===== src/rtl/serial_pkg.sv =====
// Shared constants, register map and types of the asynchronous serial transceiver
package serial_pkg;

  // ----------------------------------------------------------------
  // Register map (byte offsets on the plain register port)
  // ----------------------------------------------------------------
  localparam int ADDR_W = 8;
  localparam int BUS_W = 32;
  localparam logic [ADDR_W-1:0] OFS_DATA = 8'h00;
  localparam logic [ADDR_W-1:0] OFS_RSR = 8'h04;
  localparam logic [ADDR_W-1:0] OFS_FLAG = 8'h18;
  localparam logic [ADDR_W-1:0] OFS_IBRD = 8'h24;
  localparam logic [ADDR_W-1:0] OFS_FBRD = 8'h28;
  localparam logic [ADDR_W-1:0] OFS_LCRH = 8'h2C;
  localparam logic [ADDR_W-1:0] OFS_CTL = 8'h30;
  localparam logic [ADDR_W-1:0] OFS_IFLS = 8'h34;

  // ----------------------------------------------------------------
  // Port control register
  // ----------------------------------------------------------------
  localparam int CTL_W = 10;
  localparam int CTL_EN = 0;
  localparam int CTL_LBE = 7;
  localparam int CTL_TXE = 8;
  localparam int CTL_RXE = 9;
  localparam logic [CTL_W-1:0] CTL_RESET = 10'h300;

  // ----------------------------------------------------------------
  // Line control register
  // ----------------------------------------------------------------
  localparam int LCR_W = 8;
  localparam int LCR_BRK = 0;
  localparam int LCR_PEN = 1;
  localparam int LCR_EPS = 2;
  localparam int LCR_STP2 = 3;
  localparam int LCR_FEN = 4;
  localparam int LCR_WLEN = 5;
  localparam int LCR_SPS = 7;
  localparam logic [LCR_W-1:0] LCR_RESET = 8'h00;

  // ----------------------------------------------------------------
  // Baud divisor and staged 30-bit word {integer, fraction, line control}
  // ----------------------------------------------------------------
  localparam int INT_W = 16;
  localparam int FRAC_W = 6;
  localparam int STAGE_W = INT_W + FRAC_W + LCR_W;
  localparam logic [STAGE_W-1:0] STAGE_RESET = 30'h0000_0000;
  localparam int CLK_HZ = 10_000_000;
  localparam int MAX_BAUD = 3_125_000;

  // ----------------------------------------------------------------
  // Oversampling and character timing
  // ----------------------------------------------------------------
  localparam int TICK_W = 4;
  localparam logic [TICK_W-1:0] TICK_LAST = 4'hF;
  localparam logic [TICK_W-1:0] TICK_MID = 4'h7;
  localparam int BIT_W = 3;
  localparam logic [BIT_W-1:0] BIT_LAST_BASE = 3'h4;
  localparam int WLEN_W = 2;
  localparam logic [WLEN_W-1:0] WLEN_MAX = 2'h3;

  // ----------------------------------------------------------------
  // FIFOs, receive entry, flags, trigger levels
  // ----------------------------------------------------------------
  localparam int DATA_W = 8;
  localparam int ENTRY_W = 12;
  localparam int ERR_FE = 8;
  localparam int ERR_PE = 9;
  localparam int ERR_BE = 10;
  localparam int ERR_OE = 11;
  localparam int RSR_W = 4;
  localparam int FIFO_DEPTH = 16;
  localparam int PTR_W = 4;
  localparam int LVL_W = 5;
  localparam int FLG_BUSY = 3;
  localparam int FLG_RXFE = 4;
  localparam int FLG_TXFF = 5;
  localparam int FLG_RXFF = 6;
  localparam int FLG_TXFE = 7;
  localparam int FLG_TXHIT = 8;
  localparam int FLG_RXHIT = 9;
  localparam int SEL_W = 3;
  localparam int IFLS_W = 6;
  localparam logic [IFLS_W-1:0] IFLS_RESET = 6'h12;

  typedef enum logic [2:0] {ST_IDLE, ST_START, ST_DATA, ST_PAR, ST_STOP, ST_STOP2} line_state_e;

  // Fill level matching 1/8, 1/4, 1/2, 3/4, 7/8 of the depth
  function automatic logic [LVL_W-1:0] trigger_level(input logic [SEL_W-1:0] sel);
    case (sel)
      3'h0: trigger_level = 5'h02;
      3'h1: trigger_level = 5'h04;
      3'h3: trigger_level = 5'h0C;
      3'h4: trigger_level = 5'h0E;
      default: trigger_level = 5'h08;
    endcase
  endfunction

  function automatic logic [DATA_W-1:0] word_mask(input logic [WLEN_W-1:0] wlen);
    word_mask = 8'hFF >> (WLEN_MAX - wlen);
  endfunction

  // Even, odd or stick parity of the masked character
  function automatic logic parity_bit(input logic [DATA_W-1:0] d, input logic [LCR_W-1:0] lcr);
    if (lcr[LCR_SPS]) begin
      parity_bit = ~lcr[LCR_EPS];
    end else begin
      parity_bit = (^(d & word_mask(lcr[LCR_WLEN +: WLEN_W]))) ^ ~lcr[LCR_EPS];
    end
  endfunction

endpackage


===== src/rtl/async_serial_transceiver.sv =====
// Asynchronous serial transceiver: registers, baud generator, transmitter, receiver
// Functional notes
// - Transmit and receive enables both set out of reset.
// - Clearing module enable lets the current character finish, then stops.
// - Transmit start bit, data LSB first, optional parity, stop bits.
// - Receive after valid start; overrun, parity, framing, break stored with data.
// - Divisor is 16-bit integer plus 6-bit fraction in two registers.
// - Divisor equals system clock over sixteen times baud rate.
// - Oversample tick at 16x baud; 16 ticks per transmitted bit.
// - Divisors and line control staged in 30 bits, loaded on line-control write.
// - Character length five to eight bits both directions.
// - Even, odd, stick or no parity, generated and checked.
// - One or two transmitted stop bits.
// - Drive break on transmit output, detect break on receive.
// - Start low not held to mid-bit is ignored as false start.
// - FIFO trigger levels 1/8, 1/4, 1/2, 3/4, 7/8.
// - FIFO depth programmable, including one-entry holding register mode.
// - Baud generator reaches 3.125 Mbps where system clock allows.
// - Independent transmit and receive FIFOs.
// - Start bit resampled on eighth tick, accepted only if still low.
// - Data and parity sampled every sixteenth tick after start.
// - Stop bit must be high, else framing error.
// - Each FIFO holds sixteen entries in FIFO mode.
//
// The register addresses and strobed register access were decided locally.
`timescale 1ns/1ps
module async_serial_transceiver
  import serial_pkg::*;
(
  input wire logic clock,
  input wire logic rst,
  input wire logic [ADDR_W-1:0] addr,
  input wire logic [BUS_W-1:0] wdata,
  input wire logic wr,
  input wire logic rd,
  output logic [BUS_W-1:0] rdata,
  output logic txd,
  input wire logic rxd
);

  // ----------------------------------------------------------------
  // State
  // ----------------------------------------------------------------
  typedef struct packed {
    logic [CTL_W-1:0] ctl;
    logic [INT_W-1:0] ibrd;
    logic [FRAC_W-1:0] fbrd;
    logic [IFLS_W-1:0] ifls;
    logic [STAGE_W-1:0] stage;
    logic [INT_W-1:0] baud_cnt;
    logic [FRAC_W-1:0] frac_acc;
    logic tick;
    line_state_e tx_state;
    logic [TICK_W-1:0] tx_cnt;
    logic [BIT_W-1:0] tx_bit;
    logic [DATA_W-1:0] tx_shift;
    logic tx_par;
    logic txd;
    line_state_e rx_state;
    logic [TICK_W-1:0] rx_cnt;
    logic [BIT_W-1:0] rx_bit;
    logic [DATA_W-1:0] rx_shift;
    logic rx_par;
    logic oe_pend;
    logic [RSR_W-1:0] rsr;
    logic [BUS_W-1:0] rdata;
  } core_s;

  core_s s_r;
  core_s s_nxt;

  logic [LCR_W-1:0] lcr;
  logic [INT_W-1:0] div_int;
  logic [FRAC_W-1:0] div_frac;
  logic [BIT_W-1:0] bit_last;
  logic en;
  logic rx_in;
  logic wr_data;
  logic rd_data;
  logic tx_pop;
  logic tx_full;
  logic tx_empty;
  logic [DATA_W-1:0] tx_head;
  logic [LVL_W-1:0] tx_level;
  logic rx_push;
  logic [ENTRY_W-1:0] rx_entry;
  logic rx_full;
  logic rx_empty;
  logic [ENTRY_W-1:0] rx_head;
  logic [LVL_W-1:0] rx_level;
  logic busy;
  logic tx_hit;
  logic rx_hit;

  // Frame format comes only from the staged copy, never straight from the shadows
  assign {div_int, div_frac, lcr} = s_r.stage;
  assign bit_last = BIT_LAST_BASE + {1'b0, lcr[LCR_WLEN +: WLEN_W]};
  assign en = s_r.ctl[CTL_EN];
  assign rx_in = s_r.ctl[CTL_LBE] ? s_r.txd : rxd;
  assign wr_data = wr && (addr == OFS_DATA);
  assign rd_data = rd && (addr == OFS_DATA);
  assign busy = (s_r.tx_state != ST_IDLE) || !tx_empty;
  assign tx_hit = tx_level <= trigger_level(s_r.ifls[0 +: SEL_W]);
  assign rx_hit = rx_level >= trigger_level(s_r.ifls[SEL_W +: SEL_W]);
  assign rdata = s_r.rdata;
  assign txd = s_r.txd;

  // ----------------------------------------------------------------
  // FIFOs
  // ----------------------------------------------------------------
  // Separate storage per direction; a write to a full transmit FIFO is dropped
  serial_fifo #(.WIDTH(DATA_W)) u_tx_fifo (
    .clock(clock),
    .rst(rst),
    .one_deep(!lcr[LCR_FEN]),
    .push(wr_data),
    .push_data(wdata[DATA_W-1:0]),
    .pop(tx_pop),
    .head(tx_head),
    .full(tx_full),
    .empty(tx_empty),
    .level(tx_level)
  );

  serial_fifo #(.WIDTH(ENTRY_W)) u_rx_fifo (
    .clock(clock),
    .rst(rst),
    .one_deep(!lcr[LCR_FEN]),
    .push(rx_push),
    .push_data(rx_entry),
    .pop(rd_data),
    .head(rx_head),
    .full(rx_full),
    .empty(rx_empty),
    .level(rx_level)
  );

  // ----------------------------------------------------------------
  // Next state
  // ----------------------------------------------------------------
  always_comb begin
    logic [INT_W:0] reload;
    logic [FRAC_W:0] acc_sum;
    logic [DATA_W-1:0] rx_data;
    logic rx_zero;
    reload = '0;
    acc_sum = '0;
    rx_data = '0;
    rx_zero = 1'b0;
    s_nxt = s_r;
    tx_pop = 1'b0;
    rx_push = 1'b0;
    rx_entry = '0;

    // Register writes
    if (wr) begin
      case (addr)
        OFS_IBRD: s_nxt.ibrd = wdata[INT_W-1:0];
        OFS_FBRD: s_nxt.fbrd = wdata[FRAC_W-1:0];
        OFS_LCRH: s_nxt.stage = {s_r.ibrd, s_r.fbrd, wdata[LCR_W-1:0]};
        OFS_CTL: s_nxt.ctl = wdata[CTL_W-1:0];
        OFS_IFLS: s_nxt.ifls = wdata[IFLS_W-1:0];
        OFS_RSR: s_nxt.rsr = '0;
        default: ;
      endcase
    end

    // Read data stands only in the cycle after the strobe
    s_nxt.rdata = '0;
    if (rd) begin
      case (addr)
        OFS_DATA: s_nxt.rdata = BUS_W'(rx_empty ? '0 : rx_head);
        OFS_RSR: s_nxt.rdata = BUS_W'(s_r.rsr);
        OFS_FLAG: s_nxt.rdata = BUS_W'({rx_hit, tx_hit, tx_empty, rx_full, tx_full, rx_empty, busy, 3'h0});
        OFS_IBRD: s_nxt.rdata = BUS_W'(s_r.ibrd);
        OFS_FBRD: s_nxt.rdata = BUS_W'(s_r.fbrd);
        OFS_LCRH: s_nxt.rdata = BUS_W'(lcr);
        OFS_CTL: s_nxt.rdata = BUS_W'(s_r.ctl);
        OFS_IFLS: s_nxt.rdata = BUS_W'(s_r.ifls);
        default: s_nxt.rdata = '0;
      endcase
    end
    // Framing, parity and break flags of the word just read become visible in the status register
    if (rd_data && !rx_empty) begin
      s_nxt.rsr[RSR_W-2:0] = rx_head[ERR_FE +: RSR_W-1];
    end

    // Fractional baud generator: period is integer part plus one on fraction carry
    s_nxt.tick = 1'b0;
    if (div_int == '0) begin
      s_nxt.baud_cnt = '0;
    end else if (s_r.baud_cnt == '0) begin
      s_nxt.tick = 1'b1;
      acc_sum = {1'b0, s_r.frac_acc} + {1'b0, div_frac};
      s_nxt.frac_acc = acc_sum[FRAC_W-1:0];
      reload = {1'b0, div_int} + {{INT_W{1'b0}}, acc_sum[FRAC_W]} - (INT_W+1)'(1);
      s_nxt.baud_cnt = reload[INT_W-1:0];
    end else begin
      s_nxt.baud_cnt = s_r.baud_cnt - INT_W'(1);
    end

    // Transmitter
    case (s_r.tx_state)
      ST_IDLE: begin
        // New characters start only while enabled; a running one always completes
        if (en && s_r.ctl[CTL_TXE] && !tx_empty && !lcr[LCR_BRK]) begin
          tx_pop = 1'b1;
          s_nxt.tx_shift = tx_head & word_mask(lcr[LCR_WLEN +: WLEN_W]);
          s_nxt.tx_par = parity_bit(tx_head, lcr);
          s_nxt.tx_state = ST_START;
          s_nxt.tx_cnt = '0;
          s_nxt.tx_bit = '0;
        end
      end
      default: begin
        if (s_r.tick) begin
          s_nxt.tx_cnt = s_r.tx_cnt + TICK_W'(1);
          if (s_r.tx_cnt == TICK_LAST) begin
            case (s_r.tx_state)
              ST_START: s_nxt.tx_state = ST_DATA;
              ST_DATA: begin
                s_nxt.tx_shift = s_r.tx_shift >> 1;
                s_nxt.tx_bit = s_r.tx_bit + BIT_W'(1);
                if (s_r.tx_bit == bit_last) begin
                  s_nxt.tx_state = lcr[LCR_PEN] ? ST_PAR : ST_STOP;
                end
              end
              ST_PAR: s_nxt.tx_state = ST_STOP;
              ST_STOP: s_nxt.tx_state = lcr[LCR_STP2] ? ST_STOP2 : ST_IDLE;
              default: s_nxt.tx_state = ST_IDLE;
            endcase
          end
        end
      end
    endcase
    case (s_nxt.tx_state)
      ST_START: s_nxt.txd = 1'b0;
      ST_DATA: s_nxt.txd = s_nxt.tx_shift[0];
      ST_PAR: s_nxt.txd = s_nxt.tx_par;
      default: s_nxt.txd = 1'b1;
    endcase
    if (lcr[LCR_BRK]) begin
      s_nxt.txd = 1'b0;
    end

    // Receiver
    rx_data = s_r.rx_shift & word_mask(lcr[LCR_WLEN +: WLEN_W]);
    rx_zero = (rx_data == '0) && !(lcr[LCR_PEN] && s_r.rx_par) && !rx_in;
    case (s_r.rx_state)
      ST_IDLE: begin
        s_nxt.rx_cnt = '0;
        if (en && s_r.ctl[CTL_RXE] && !rx_in) begin
          s_nxt.rx_state = ST_START;
        end
      end
      default: begin
        if (s_r.tick) begin
          s_nxt.rx_cnt = s_r.rx_cnt + TICK_W'(1);
          if (s_r.rx_state == ST_START && s_r.rx_cnt == TICK_MID) begin
            s_nxt.rx_cnt = '0;
            s_nxt.rx_bit = '0;
            s_nxt.rx_shift = '0;
            s_nxt.rx_state = rx_in ? ST_IDLE : ST_DATA;
          end else if (s_r.rx_state != ST_START && s_r.rx_cnt == TICK_LAST) begin
            case (s_r.rx_state)
              ST_DATA: begin
                s_nxt.rx_shift[s_r.rx_bit] = rx_in;
                s_nxt.rx_bit = s_r.rx_bit + BIT_W'(1);
                if (s_r.rx_bit == bit_last) begin
                  s_nxt.rx_state = lcr[LCR_PEN] ? ST_PAR : ST_STOP;
                end
              end
              ST_PAR: begin
                s_nxt.rx_par = rx_in;
                s_nxt.rx_state = ST_STOP;
              end
              default: begin
                // Stop sample completes the character
                s_nxt.rx_state = ST_IDLE;
                rx_push = 1'b1;
                rx_entry[DATA_W-1:0] = rx_data;
                rx_entry[ERR_FE] = !rx_in;
                rx_entry[ERR_PE] = lcr[LCR_PEN] && (s_r.rx_par != parity_bit(rx_data, lcr));
                rx_entry[ERR_BE] = rx_zero;
                rx_entry[ERR_OE] = s_r.oe_pend;
              end
            endcase
          end
        end
      end
    endcase

    // Overrun: the new character is lost and the flag rides with the next stored one
    if (rx_push && rx_full) begin
      s_nxt.oe_pend = 1'b1;
      s_nxt.rsr[RSR_W-1] = 1'b1;
    end else if (rx_push) begin
      s_nxt.oe_pend = 1'b0;
    end
  end

  always_ff @(posedge clock) begin
    if (rst) begin
      s_r <= '0;
      s_r.ctl <= CTL_RESET;
      s_r.stage <= STAGE_RESET;
      s_r.ifls <= IFLS_RESET;
      s_r.txd <= 1'b1;
    end else begin
      s_r <= s_nxt;
    end
  end

  // ----------------------------------------------------------------
  // Assertions
  // ----------------------------------------------------------------
  property p_enables_after_reset;
    @(posedge clock) $fell(rst) |-> s_r.ctl[CTL_TXE] && s_r.ctl[CTL_RXE];
  endproperty
  a_enables_after_reset: assert property (p_enables_after_reset) else $error("enables not set after reset");

  property p_finish_char;
    @(posedge clock) disable iff (rst) (s_r.tx_state == ST_DATA && !en) |=> s_r.tx_state != ST_IDLE;
  endproperty
  a_finish_char: assert property (p_finish_char) else $error("character cut short by disable");

  property p_start_low;
    @(posedge clock) disable iff (rst) (s_r.tx_state == ST_START) |-> !txd;
  endproperty
  a_start_low: assert property (p_start_low) else $error("start bit not low");

  property p_overrun;
    @(posedge clock) disable iff (rst) (rx_push && rx_full) |=> s_r.oe_pend && s_r.rsr[RSR_W-1];
  endproperty
  a_overrun: assert property (p_overrun) else $error("overrun not flagged");

  property p_tick_paced;
    @(posedge clock) disable iff (rst) (s_r.tx_state != ST_IDLE && !s_r.tick) |=> s_r.tx_state == $past(s_r.tx_state);
  endproperty
  a_tick_paced: assert property (p_tick_paced) else $error("transmit moved without tick");

  property p_stage_load;
    @(posedge clock) disable iff (rst) !(wr && addr == OFS_LCRH) |=> $stable(s_r.stage);
  endproperty
  a_stage_load: assert property (p_stage_load) else $error("staged divisor changed without line write");

  property p_idle_high;
    @(posedge clock) disable iff (rst) (s_r.tx_state == ST_IDLE && !lcr[LCR_BRK]) ##1 (s_r.tx_state == ST_IDLE && !lcr[LCR_BRK]) |-> txd;
  endproperty
  a_idle_high: assert property (p_idle_high) else $error("idle line not high");

  property p_false_start;
    @(posedge clock) disable iff (rst) (s_r.rx_state == ST_START && s_r.tick && s_r.rx_cnt == TICK_MID && rx_in) |=> s_r.rx_state == ST_IDLE;
  endproperty
  a_false_start: assert property (p_false_start) else $error("false start not ignored");

  property p_stop_sample;
    @(posedge clock) disable iff (rst) rx_push |-> (rx_entry[ERR_FE] == !rx_in) && s_r.rx_cnt == TICK_LAST;
  endproperty
  a_stop_sample: assert property (p_stop_sample) else $error("framing check wrong");

  property p_rx_independent;
    @(posedge clock) disable iff (rst) (wr_data && !rd_data && !rx_push) |=> rx_level == $past(rx_level);
  endproperty
  a_rx_independent: assert property (p_rx_independent) else $error("transmit write disturbed receive FIFO");

endmodule


===== src/rtl/serial_fifo.sv =====
// Sixteen-entry FIFO with a one-entry holding-register mode
`timescale 1ns/1ps
module serial_fifo
  import serial_pkg::*;
#(
  parameter int WIDTH = DATA_W
) (
  input wire logic clock,
  input wire logic rst,
  input wire logic one_deep,
  input wire logic push,
  input wire logic [WIDTH-1:0] push_data,
  input wire logic pop,
  output logic [WIDTH-1:0] head,
  output logic full,
  output logic empty,
  output logic [LVL_W-1:0] level
);

  typedef struct packed {
    logic [FIFO_DEPTH-1:0][WIDTH-1:0] mem;
    logic [PTR_W-1:0] wp;
    logic [PTR_W-1:0] rp;
    logic [LVL_W-1:0] cnt;
  } fifo_s;

  fifo_s s_r;
  fifo_s s_nxt;
  logic do_push;
  logic do_pop;

  // Depth one gives the plain double-buffered holding register
  assign full = one_deep ? (s_r.cnt != '0) : (s_r.cnt == LVL_W'(FIFO_DEPTH));
  assign empty = (s_r.cnt == '0);
  assign head = s_r.mem[s_r.rp];
  assign level = s_r.cnt;
  assign do_push = push && !full;
  assign do_pop = pop && !empty;

  always_comb begin
    s_nxt = s_r;
    if (do_push) begin
      s_nxt.mem[s_r.wp] = push_data;
      s_nxt.wp = s_r.wp + PTR_W'(1);
    end
    if (do_pop) begin
      s_nxt.rp = s_r.rp + PTR_W'(1);
    end
    if (do_push && !do_pop) begin
      s_nxt.cnt = s_r.cnt + LVL_W'(1);
    end else if (do_pop && !do_push) begin
      s_nxt.cnt = s_r.cnt - LVL_W'(1);
    end
  end

  always_ff @(posedge clock) begin
    if (rst) begin
      s_r <= '0;
    end else begin
      s_r <= s_nxt;
    end
  end

endmodule


===== config.mk =====
export PLATFORM = sky130hd
export DESIGN_NAME = async_serial_transceiver
export DESIGN_NICKNAME = d
export VERILOG_FILES = /design/src/rtl/serial_pkg.sv /design/src/rtl/async_serial_transceiver.sv /design/src/rtl/serial_fifo.sv
export SDC_FILE = /design/constraint.sdc
export NUM_CORES = 1
export LEC_CHECK = 0
export BUFFER_PORTS_ARGS = -buffer_cell sky130_fd_sc_hd__buf_4
export CAP_MARGIN = 20
export CORE_MARGIN = 3
export CORE_UTILIZATION = 60
export DETAILED_ROUTE_END_ITERATION = 8
export PLACE_DENSITY = 0.81
export SLEW_MARGIN = 30
export SYNTH_ARGS = -nofsm -noshare
export SYNTH_HDL_FRONTEND = slang
export SYNTH_SLANG_ARGS = --single-unit

===== constraint.sdc =====
create_clock -name clock -period 6.2 [get_ports clock]
set_input_delay 0.31 -clock clock [delete_from_list [all_inputs] [get_ports clock]]
set_output_delay 0.31 -clock clock [all_outputs]
set_load 0.03 [all_outputs]

### After elaboration in Yosys (flattened, before gate mapping)

Cells that the tools add are included.
W data, S select, Z words.

| storage, ports and cells | value |
|---|---|
| memory bits (read-only) | 0 |
| bits of input ports | 45 |
| register bits | 513 |
| memories kept | 0 |
| bits in writable memories | 0 |
| output and inout port bits | 33 |
| latch bits | 0 |

| operators by class | value |
|---|---|
| bitwise operators | 10 |
| multiplexer cells | 78 |
| reduce and logical (&&, ||, !) cells | 83 |
| divide/modulo/power cells | 0 |
| shifts and indexed selects | 1 |
| add/subtract/negate cells | 18 |
| equal/unequal tests | 35 |
| multiply operators | 0 |
| order comparisons | 10 |

Operator list:

| kind | count |
|---|---|
| $bwmux W192 | 1 |
| $bwmux W128 | 1 |
| $pmux W16 S8 | 1 |
| $mux W12 | 9 |
| $bmux W12 S4 | 1 |
| $demux W12 S4 | 1 |
| $mux W11 | 4 |
| $eq A8 B6 Y1 const B | 5 |
| $mux W19 | 2 |
| $mux W18 | 2 |
| $bmux W8 S4 | 1 |
| $demux W8 S4 | 1 |
| $logic_not A16 Y1 | 2 |
| $pmux W4 S4 | 2 |
| $sub A16 B1 Y16 const B | 2 |
| $mux W3 | 9 |
| $mux W1 | 26 |
| $reduce_bool A2 Y1 | 13 |
| $logic_and A1 B1 Y1 | 25 |
| $add A4 B1 Y4 const B | 6 |
| $and A8 B8 Y8 | 3 |
| $eq A3 B2 Y1 const B | 8 |
| $lt A4 B5 Y1 const B | 4 |
| $mux W5 | 4 |
| 49 further kinds | 102 |

### Logic depth before layout (Yosys ltp)

Gate-level depths: netlist of run 1.

| logic depth | value |
|---|---|
| depth after elaboration | 20 |
| depth in mapped cells | 15 |
| mapped depth without buffers | 14 |

### Hierarchy

Synthesis of run 1 repeated with hierarchy kept, for this count alone.

| unflattened totals | value |
|---|---|
| cells, all modules | 2901 |
| area, all modules | 23805.3 sq um |

By module, submodules not included:

| module | area an instance (sq um) | cells an instance | seq. area each (sq um) | instances |
|---|---|---|---|---|
| serial_fifo (u_rx_fifo) | 9480.3 | 1149 | 4103.9 | 1 |
| async_serial_transceiver | 7673.6 | 948 | 3022.9 | 1 |
| serial_fifo (u_tx_fifo) | 6651.4 | 804 | 2822.7 | 1 |

### Worst setup path after synthesis of run 1

No wires, ideal clock.

| timing | value |
|---|---|
| path kind | input to register |
| start point | input addr[1] |
| end point | register u_rx_fifo.s_r (netlist bit u_rx_fifo.level[4]) |
| stages | 14 |
| slack | 2.738 ns |
| data arrival time | 3.392 ns |
| buffers on the path | 1 |
| cells stage by stage | or4_1 -> or3_1 -> nor4_2 -> and2_1 -> buf_2 -> inv_1 -> ha_1 -> inv_1 -> ha_1 -> a21o_1 -> a21oi_1 -> xnor2_1 -> or3_1 -> a21oi_1 |

| on the way | value |
|---|---|
| cells in the longest elaborated chain, start to end | 6 |

Ends and longest elaborated chain:

| item | line | text |
|---|---|---|
| start: declaration | async_serial_transceiver.sv:32 | `input wire logic [ADDR_W-1:0] addr,` |
| $logic_not A8 Y1 (*) | async_serial_transceiver.sv:101 | `assign rd_data = rd && (addr == OFS_DATA);` |
| $logic_and A1 B1 Y1 (*) | async_serial_transceiver.sv:101 |  |
| $logic_and A1 B1 Y1 (*) | serial_fifo.sv:38 | `assign do_pop = pop && !empty;` |
| $logic_not A1 Y1 | serial_fifo.sv:49 | `if (do_push && !do_pop) begin` |
| $logic_and A1 B1 Y1 | serial_fifo.sv:49 |  |
| $mux W5 or $reduce_bool A2 Y1 (tied branches) | n/a |  |
| end signal: assignment | serial_fifo.sv:60 | `s_r <= s_nxt;` |
| end: declaration | serial_fifo.sv:27 | `fifo_s s_r;` |

Mark *: on every way between the ends. The rest lies on a longest branch, timed or not.
A chain may end at the register's enable or synchronous reset.

### Worst setup path in the final report of run 1

| timing | value |
|---|---|
| start point | register s_r[76] (netlist bit) |
| end point | register u_rx_fifo.s_r (netlist bit u_rx_fifo.level[4]) |

| on the way | value |
|---|---|
| cells in the longest elaborated chain, start to end | 6 |

Ends and longest elaborated chain:

| item | line | text |
|---|---|---|
| start: declaration | async_serial_transceiver.sv:69 | `core_s s_r;` |
| start signal: assignment | async_serial_transceiver.sv:310 | `s_r <= s_nxt;` |
| $mux W1 (*) | async_serial_transceiver.sv:257 | `if (s_r.tick) begin` |
| $mux W1 (*) | async_serial_transceiver.sv:249 | `case (s_r.rx_state)` |
| $logic_and A1 B1 Y1 (*) | serial_fifo.sv:37 | `assign do_push = push && !full;` |
| $logic_not A1 Y1 | serial_fifo.sv:51 | `end else if (do_pop && !do_push) begin` |
| $logic_and A1 B1 Y1 | serial_fifo.sv:51 |  |
| $reduce_bool A2 Y1 (no source line) | n/a |  |

Marks and branches as above.

==> out/results.tsv, run 1 <==
metric	value	unit
deepest clock path buffer count	3	
critical path launch point type	register	
max incr delay on CP	0.61	ns
Chip Width	201.4	um
final instance area	24940	sq um
fmax	269.9	MHz
Max Slew Vio Count	0	
Reg2Reg Setup Slack	2.50	ns
CTS clock-pin slew for the worst setup and hold paths	0.06	ns
Total Neg Setup Slack	0	ns
largest cells by area after synthesis	dfxtp_1, nor2_1, a21oi_1, mux4_2, nand2_1	
Antenna diodes	0	
period utilization	59.76	%
Hold Path Depth	3	
Antenna Nets Post-Route	0	
clk_skew	0.02729	ns
Hold/Removal Path Class	in2reg	
min cycle time layout	3.705	ns
die area	40550	sq um
post-synth top area share	43.45	%
vias	19180	
worst r2r dst	u_rx_fifo.level[4]	
post-DP HPWL	36.27	mm
maximum vdd drop	0.2318	mV
core area	37140	sq um
largest net degree at the start of global routing	256	
leakage	0.008824	uW
Area growth syn-to-layout	8.889	%
vias in the first global route	18350	
Hold EP	s_r[151]	
# clock sinks	497	
WL final	58.44	mm
first-pass GRT wire length	93.53	mm
flops & latches, synth	497	
share of layout cells above drive strength 1	10.28	%
critical-path cell list	nand2_1 -> nor2_1 -> and2_2 -> ha_1 -> inv_1 -> fa_1 -> a21o_1 -> a21oi_1 -> xnor2_1 -> or3_1 -> a21oi_1	
Final setup viols	0	
synth unique cells	70	
cts hold-fix bufs	6	
slowest CP cell	dfxtp_1	
Num CTS Buffers	50	
Synthesis Warnings	0	
number of max-cap violations	0	
Post CTS Setup Buffer Count	0	
HP Start	wdata[10]	
NumNets Final	2687	
RSZ-0062 raised after global routing	no	
Reg-to-Reg Start	s_r[76]	
Die Height	201.4	um
crit-path max FO	22	
Worst Path Required	6.72	ns
Slew HR	41.80	%
Tot Pwr	6417	uW
row count	70	
final hold viol count	0	
drc violations	0	
CTS tree	yes	
IO Pins	78	
post-CTS sizing	0	
register area	9957	sq um
gpl congestion	0.8985	
Synth Cell Area	22900	sq um
R2R depth	11	
Main synth FF type	dfxtp_1	
status	completed	
Seq/Total Area, Yosys	43.45	%
Wirelength per Cell	18.61	um
Slew @ Worst Pin	0.8698	ns
drt first pass iters	8	
initial cell density of the core	61.67	%
H-tree depth	2	
most common library cells after synthesis	nor2_1, dfxtp_1, a21oi_1, nand2_1, clkbuf_1	
syn_area_per_cell	8.488	sq um
initial drt markers	2230	
Clock Latency Late Sink	0.60	ns
Total GRT Usage	27.88	%
post-synth top area cell	dfxtp_1	
critical path class	reg2reg	
Root Buffer	clkbuf_16	
Worst setup EP type	register	
placed cell area	23100	sq um
area of the multi-input gates	11860	sq um
share of synthesized registers carrying an async set or reset	0	%
Crit path arrival time	4.22	ns
drt via density	6.109	
most common cell in the netlist	nor2_1	
CP most frequent cell	a21oi_1	
grt total ovfl	0	
initial antenna violation count	1	
Post-synth EDFFs	0	
Power Dens Cells	257.3	nW/um^2
Syn Inst Count	2698	
port bufs	45	
fill cell count	2838	
-- placed cells by master (no fill, tap or decap), types with 12 or more instances in the layout --
master / count
a211oi_1: 22
a21oi_1: 405
a22oi_1: 15
buf_4: 59
clkbuf_16: 51
clkbuf_8: 12
conb_1: 16
dfxtp_1: 493
ha_1: 41
inv_1: 31
mux2i_1: 87
mux4_2: 81
nand2_1: 279
nand3_1: 51
nand4_1: 17
nor2_1: 550
nor2b_1: 15
nor3_1: 27
o21ai_0: 121
xnor2_1: 34
xor2_1: 32
-- critical path, delay by kind of cell (launching register included) --
kind	cells	cell delay, ns
AOI/OAI and AO/OA	3	0.47
xor gates and xnor gates	1	0.09
buffers and inverters	1	0.10
DFF	1	0.61
adders and majority gates	2	0.69
and+or+nand+nor	4	1.66
-- per-layer routing --
layer	track usage [%]	part of all wire (%)	routed length, um
met1	36.02	40	23130
met2	46.60	48	28110
met3	5.565	8.7	5090
met4	10.39	3.6	2100
met5	0	0.017	10
-- metrics by stage --
step / util [%] / setup slack, ns / hold slack (ns) / cells
after floorplan: - / 2.738 / 0.4360 / 2713
after global placement: 61.86 / 2.233 / 0.4423 / 3035
after detailed placement: 62.20 / 2.196 / 0.4518 / 3041
after CTS: 66.92 / 2.174 / 0.05826 / 3137
after global routing: 67.15 / 2.122 / 0.08090 / 3140
final: 67.15 / 2.495 / 0.08766 / 3140
-- layout make-up --
class,instances,share of cell area [%]
multi-input cells,1940,47.55
flip-flops and latches,497,39.93
clock buffers,72,5.916
repair buffers,75,2.699
well taps,504,2.529
clock inverters,18,0.8680
inverters,34,0.5118
-- worst max path at each step --
stage                  from                  to  depth (start not counted)  slack (ns)
global route        s_r[76]  u_rx_fifo.level[4]                         11        2.12
CTS                 s_r[76]  u_rx_fifo.level[4]                         11        2.17
global placement    addr[1]  u_rx_fifo.level[4]                         15        2.23
finish              s_r[76]  u_rx_fifo.level[4]                         11        2.50
detailed placement  s_r[76]  u_rx_fifo.level[4]                         11        2.20
floorplan           addr[1]  u_rx_fifo.level[4]                         14        2.74
-- cells by family after synthesis --
group	after synthesis	share of synthesized area [%]
AND/OR/NAND/NOR	1030	19.00
AO/OA/AOI/OAI	605	14.20
flip-flops	497	43.45
buffers and inverters	276	5.414
multiplexers	178	12.80
XOR/XNOR	67	2.623
adder cells (fa/ha/maj)	44	2.502
other	1	0.01638
-- where the power goes --
part,switching (uW),internal (uW)
registers,2.12,3190
clock network,1270,1820
logic,107,29.9
-- registers in the layout, indices dropped and copies added, names as in the netlist --
signal           flops
u_tx_fifo.level      5
u_rx_fifo.level      5
s_r                103
u_tx_fifo.s_r      136
txd                  1
div_int             16
lcr                  8
en                   1
rdata               16
u_rx_fifo.s_r      200
div_frac             6
(Power assumes the default switching activity.)
==> run 2: changes to the inputs <==
clock period = 3.57 ns   (was 6.2 ns; I/O delays follow)
==> out/results.tsv, run 2 (synthesized netlist as in run 1, its figures left out) <==
metric	value	unit	change
share of layout cells above drive strength 1	10.92	%	+0.64 points
CTS tree	yes		
drt first pass iters	7		-1
port bufs	45		unchanged
Comb pwr share	2.2	%	about the same
Total Neg Setup Slack	0	ns	unchanged
Post CTS Setup Buffer Count	0		unchanged
Root Buffer	clkbuf_16		
Worst Path Required	4.07	ns	-2.65 ns
H-tree depth	2		unchanged
period utilization	92.02	%	+32 points
final hold viol count	0		unchanged
drt via density	6.125		+0.27%
RSZ-0062 raised after global routing	no		
grt total ovfl	0		unchanged
final instance area	25280	sq um	+1.4%
critical-path cell list	or4_4 -> nor2_1 -> and3b_1 -> inv_2 -> ha_1 -> inv_1 -> fa_1 -> a21o_1 -> a21oi_1 -> xnor2_1 -> or3_1 -> a21oi_1		
largest net degree at the start of global routing	251		-2.0%
deepest clock path buffer count	3		unchanged
Hold/Removal Path Class	in2reg		
Wirelength per Cell	18.88	um	+1.4%
Max Slew Vio Count	0		unchanged
switch share	21.01	%	-0.41 points
Slew @ Worst Pin	0.9089	ns	+0.03906 ns
R2R depth	12		+1
vias in the first global route	18790		+2.4%
critical path class	reg2reg		
WL final	60.18	mm	+3.0%
drc violations	0		unchanged
maximum vdd drop	0.4613	mV	+99%
Num CTS Buffers	49		-2.0%
first-pass GRT wire length	96.64	mm	+3.3%
min cycle time layout	3.285	ns	-0.4198 ns
# clock sinks	497		unchanged
IO Pins	78		unchanged
HP Start	addr[2]		
CP most frequent cell	a21oi_1		
die area	40550	sq um	unchanged
Largest Register	u_rx_fifo.s_r		
CTS clock-pin slew for the worst setup and hold paths	0.06	ns	about the same
Hold EP	s_r[159]		
Chip Width	201.4	um	unchanged
vias	19530		+1.8%
worst r2r dst	u_tx_fifo.level[4]		
Clk pwr share	48.4	%	+0.3 points
Die Height	201.4	um	unchanged
initial cell density of the core	61.67	%	unchanged
status	completed		
Area growth syn-to-layout	10.40	%	
initial drt markers	2239		+0.40%
gpl congestion	0.9660		+7.5%
met3 wire length	5.386	mm	+5.8%
Power Dens Cells	444.8	nW/um^2	+73%
wl on met1	24.06	mm	+4.0%
leakage	0.009043	uW	+2.5%
critical path launch point type	register		
commonest non-fill, non-tap cell in the layout	nor2_1		
hold_ws	0.05602	ns	-0.03164 ns
slowest CP cell	or4_4		
post-DP HPWL	38.77	mm	+6.9%
met2 WL	28.85	mm	+2.6%
Largest register FFs	200		unchanged
crit-path max FO	7		-68%
internal power	8883	uW	+76%
number of max-cap violations	0		unchanged
top layer in use	met5		
Antenna Nets Post-Route	0		unchanged
Final setup viols	0		unchanged
max incr delay on CP	0.57	ns	-0.04 ns
biggest regs	u_rx_fifo.s_r: 200 flops, u_tx_fifo.s_r: 136 flops, s_r: 103 flops		
Clock Latency Late Sink	0.59	ns	about the same
most frequent cells in the layout	nor2_1, dfxtp_1, a21oi_1		
placed cell area	23370	sq um	+1.2%
Crit path arrival time	3.78	ns	-0.44 ns
initial antenna violation count	2		+1
Reg2Reg Setup Slack	0.28	ns	-2.21 ns
share of power burned in registers	49.4	%	-0.4 points
core area	37140	sq um	unchanged
fmax	304.4	MHz	+13%
switching pwr	2363	uW	+72%
final core utilization	68.08	%	+0.93 points
NumNets Final	2735		+1.8%
Reg-to-Reg Start	u_tx_fifo.level[0]		
Total GRT Usage	28.84	%	+0.96 points
clk_skew	0.01845	ns	-0.008842 ns
Worst setup EP type	register		
row count	70		unchanged
Slew HR	38.94	%	-2.9 points
Hold Path Depth	4		+1
run 2: critical path, delay by kind of cell, from the launching register on:
| kind | cells | cell delay, ns |
|---|---|---|
| simple gates | 4 | 1.36 |
| fa+ha+maj | 2 | 0.63 |
| compound gates | 3 | 0.49 |
| flops | 1 | 0.38 |
| buf+inv | 2 | 0.23 |
| xor+xnor | 1 | 0.09 |
run 2: timing repair:
| item | 4_1_cts | 5_1_grt |
|---|---|---|
| setup endpoints to repair | 0 | 1 |
| hold buffers | 17 | 0 |
| resized for setup | 0 | 1 |
| hold endpoints to repair | 83 | 0 |
run 2: metal layers:
metal / vias up / track usage [%]
met5: - / 0
met4: 2 / 11.26
met3: 140 / 5.436
met2: 859 / 48.05
met1: 9420 / 37.36
li1: 9105 / -
run 2: area by class of cell:
type                    count  area, sq um
diodes                      1        2.502
clock buffers              71         1429
clock inverters            17        270.3
fillers                  2812        11850
inverters                  34        127.6
multi-input cells        1940        11800
flip-flops and latches    497         9956
well taps                 504        630.6
repair buffers            124         1067
run 2: power by group through the flow:
stage,combinational (uW),sequential (uW),clock (uW)
3_3_place_gp,218,5670,0
4_1_cts,238,5550,5490
3_5_place_dp,222,5670,0
6_report,249,5550,5450
5_1_grt,262,5550,5720
2_1_floorplan,159,5680,0
run 2: through the flow:
stage	cells	total power, uW	setup slack (ns)
CTS	3186	11280	0.2349
detailed placement	3081	5896	0.04506
global placement	3081	5893	0.1004
global route	3187	11530	0.05661
floorplan	2713	5835	0.2391
finish	3188	11250	0.2849
run 2: worst max path at each step:
stage | startpoint | to | slack, ns | depth (start not counted)
after floorplan | addr[1] | u_rx_fifo.level[4] | 0.24 | 14
after global placement | addr[1] | u_rx_fifo.level[4] | 0.10 | 14
after detailed placement | addr[1] | u_rx_fifo.level[4] | 0.05 | 14
after CTS | s_r[77] | s_r[95] | 0.23 | 14
after global routing | s_r[77] | s_r[95] | 0.06 | 14
final | u_tx_fifo.level[0] | u_tx_fifo.level[4] | 0.28 | 12
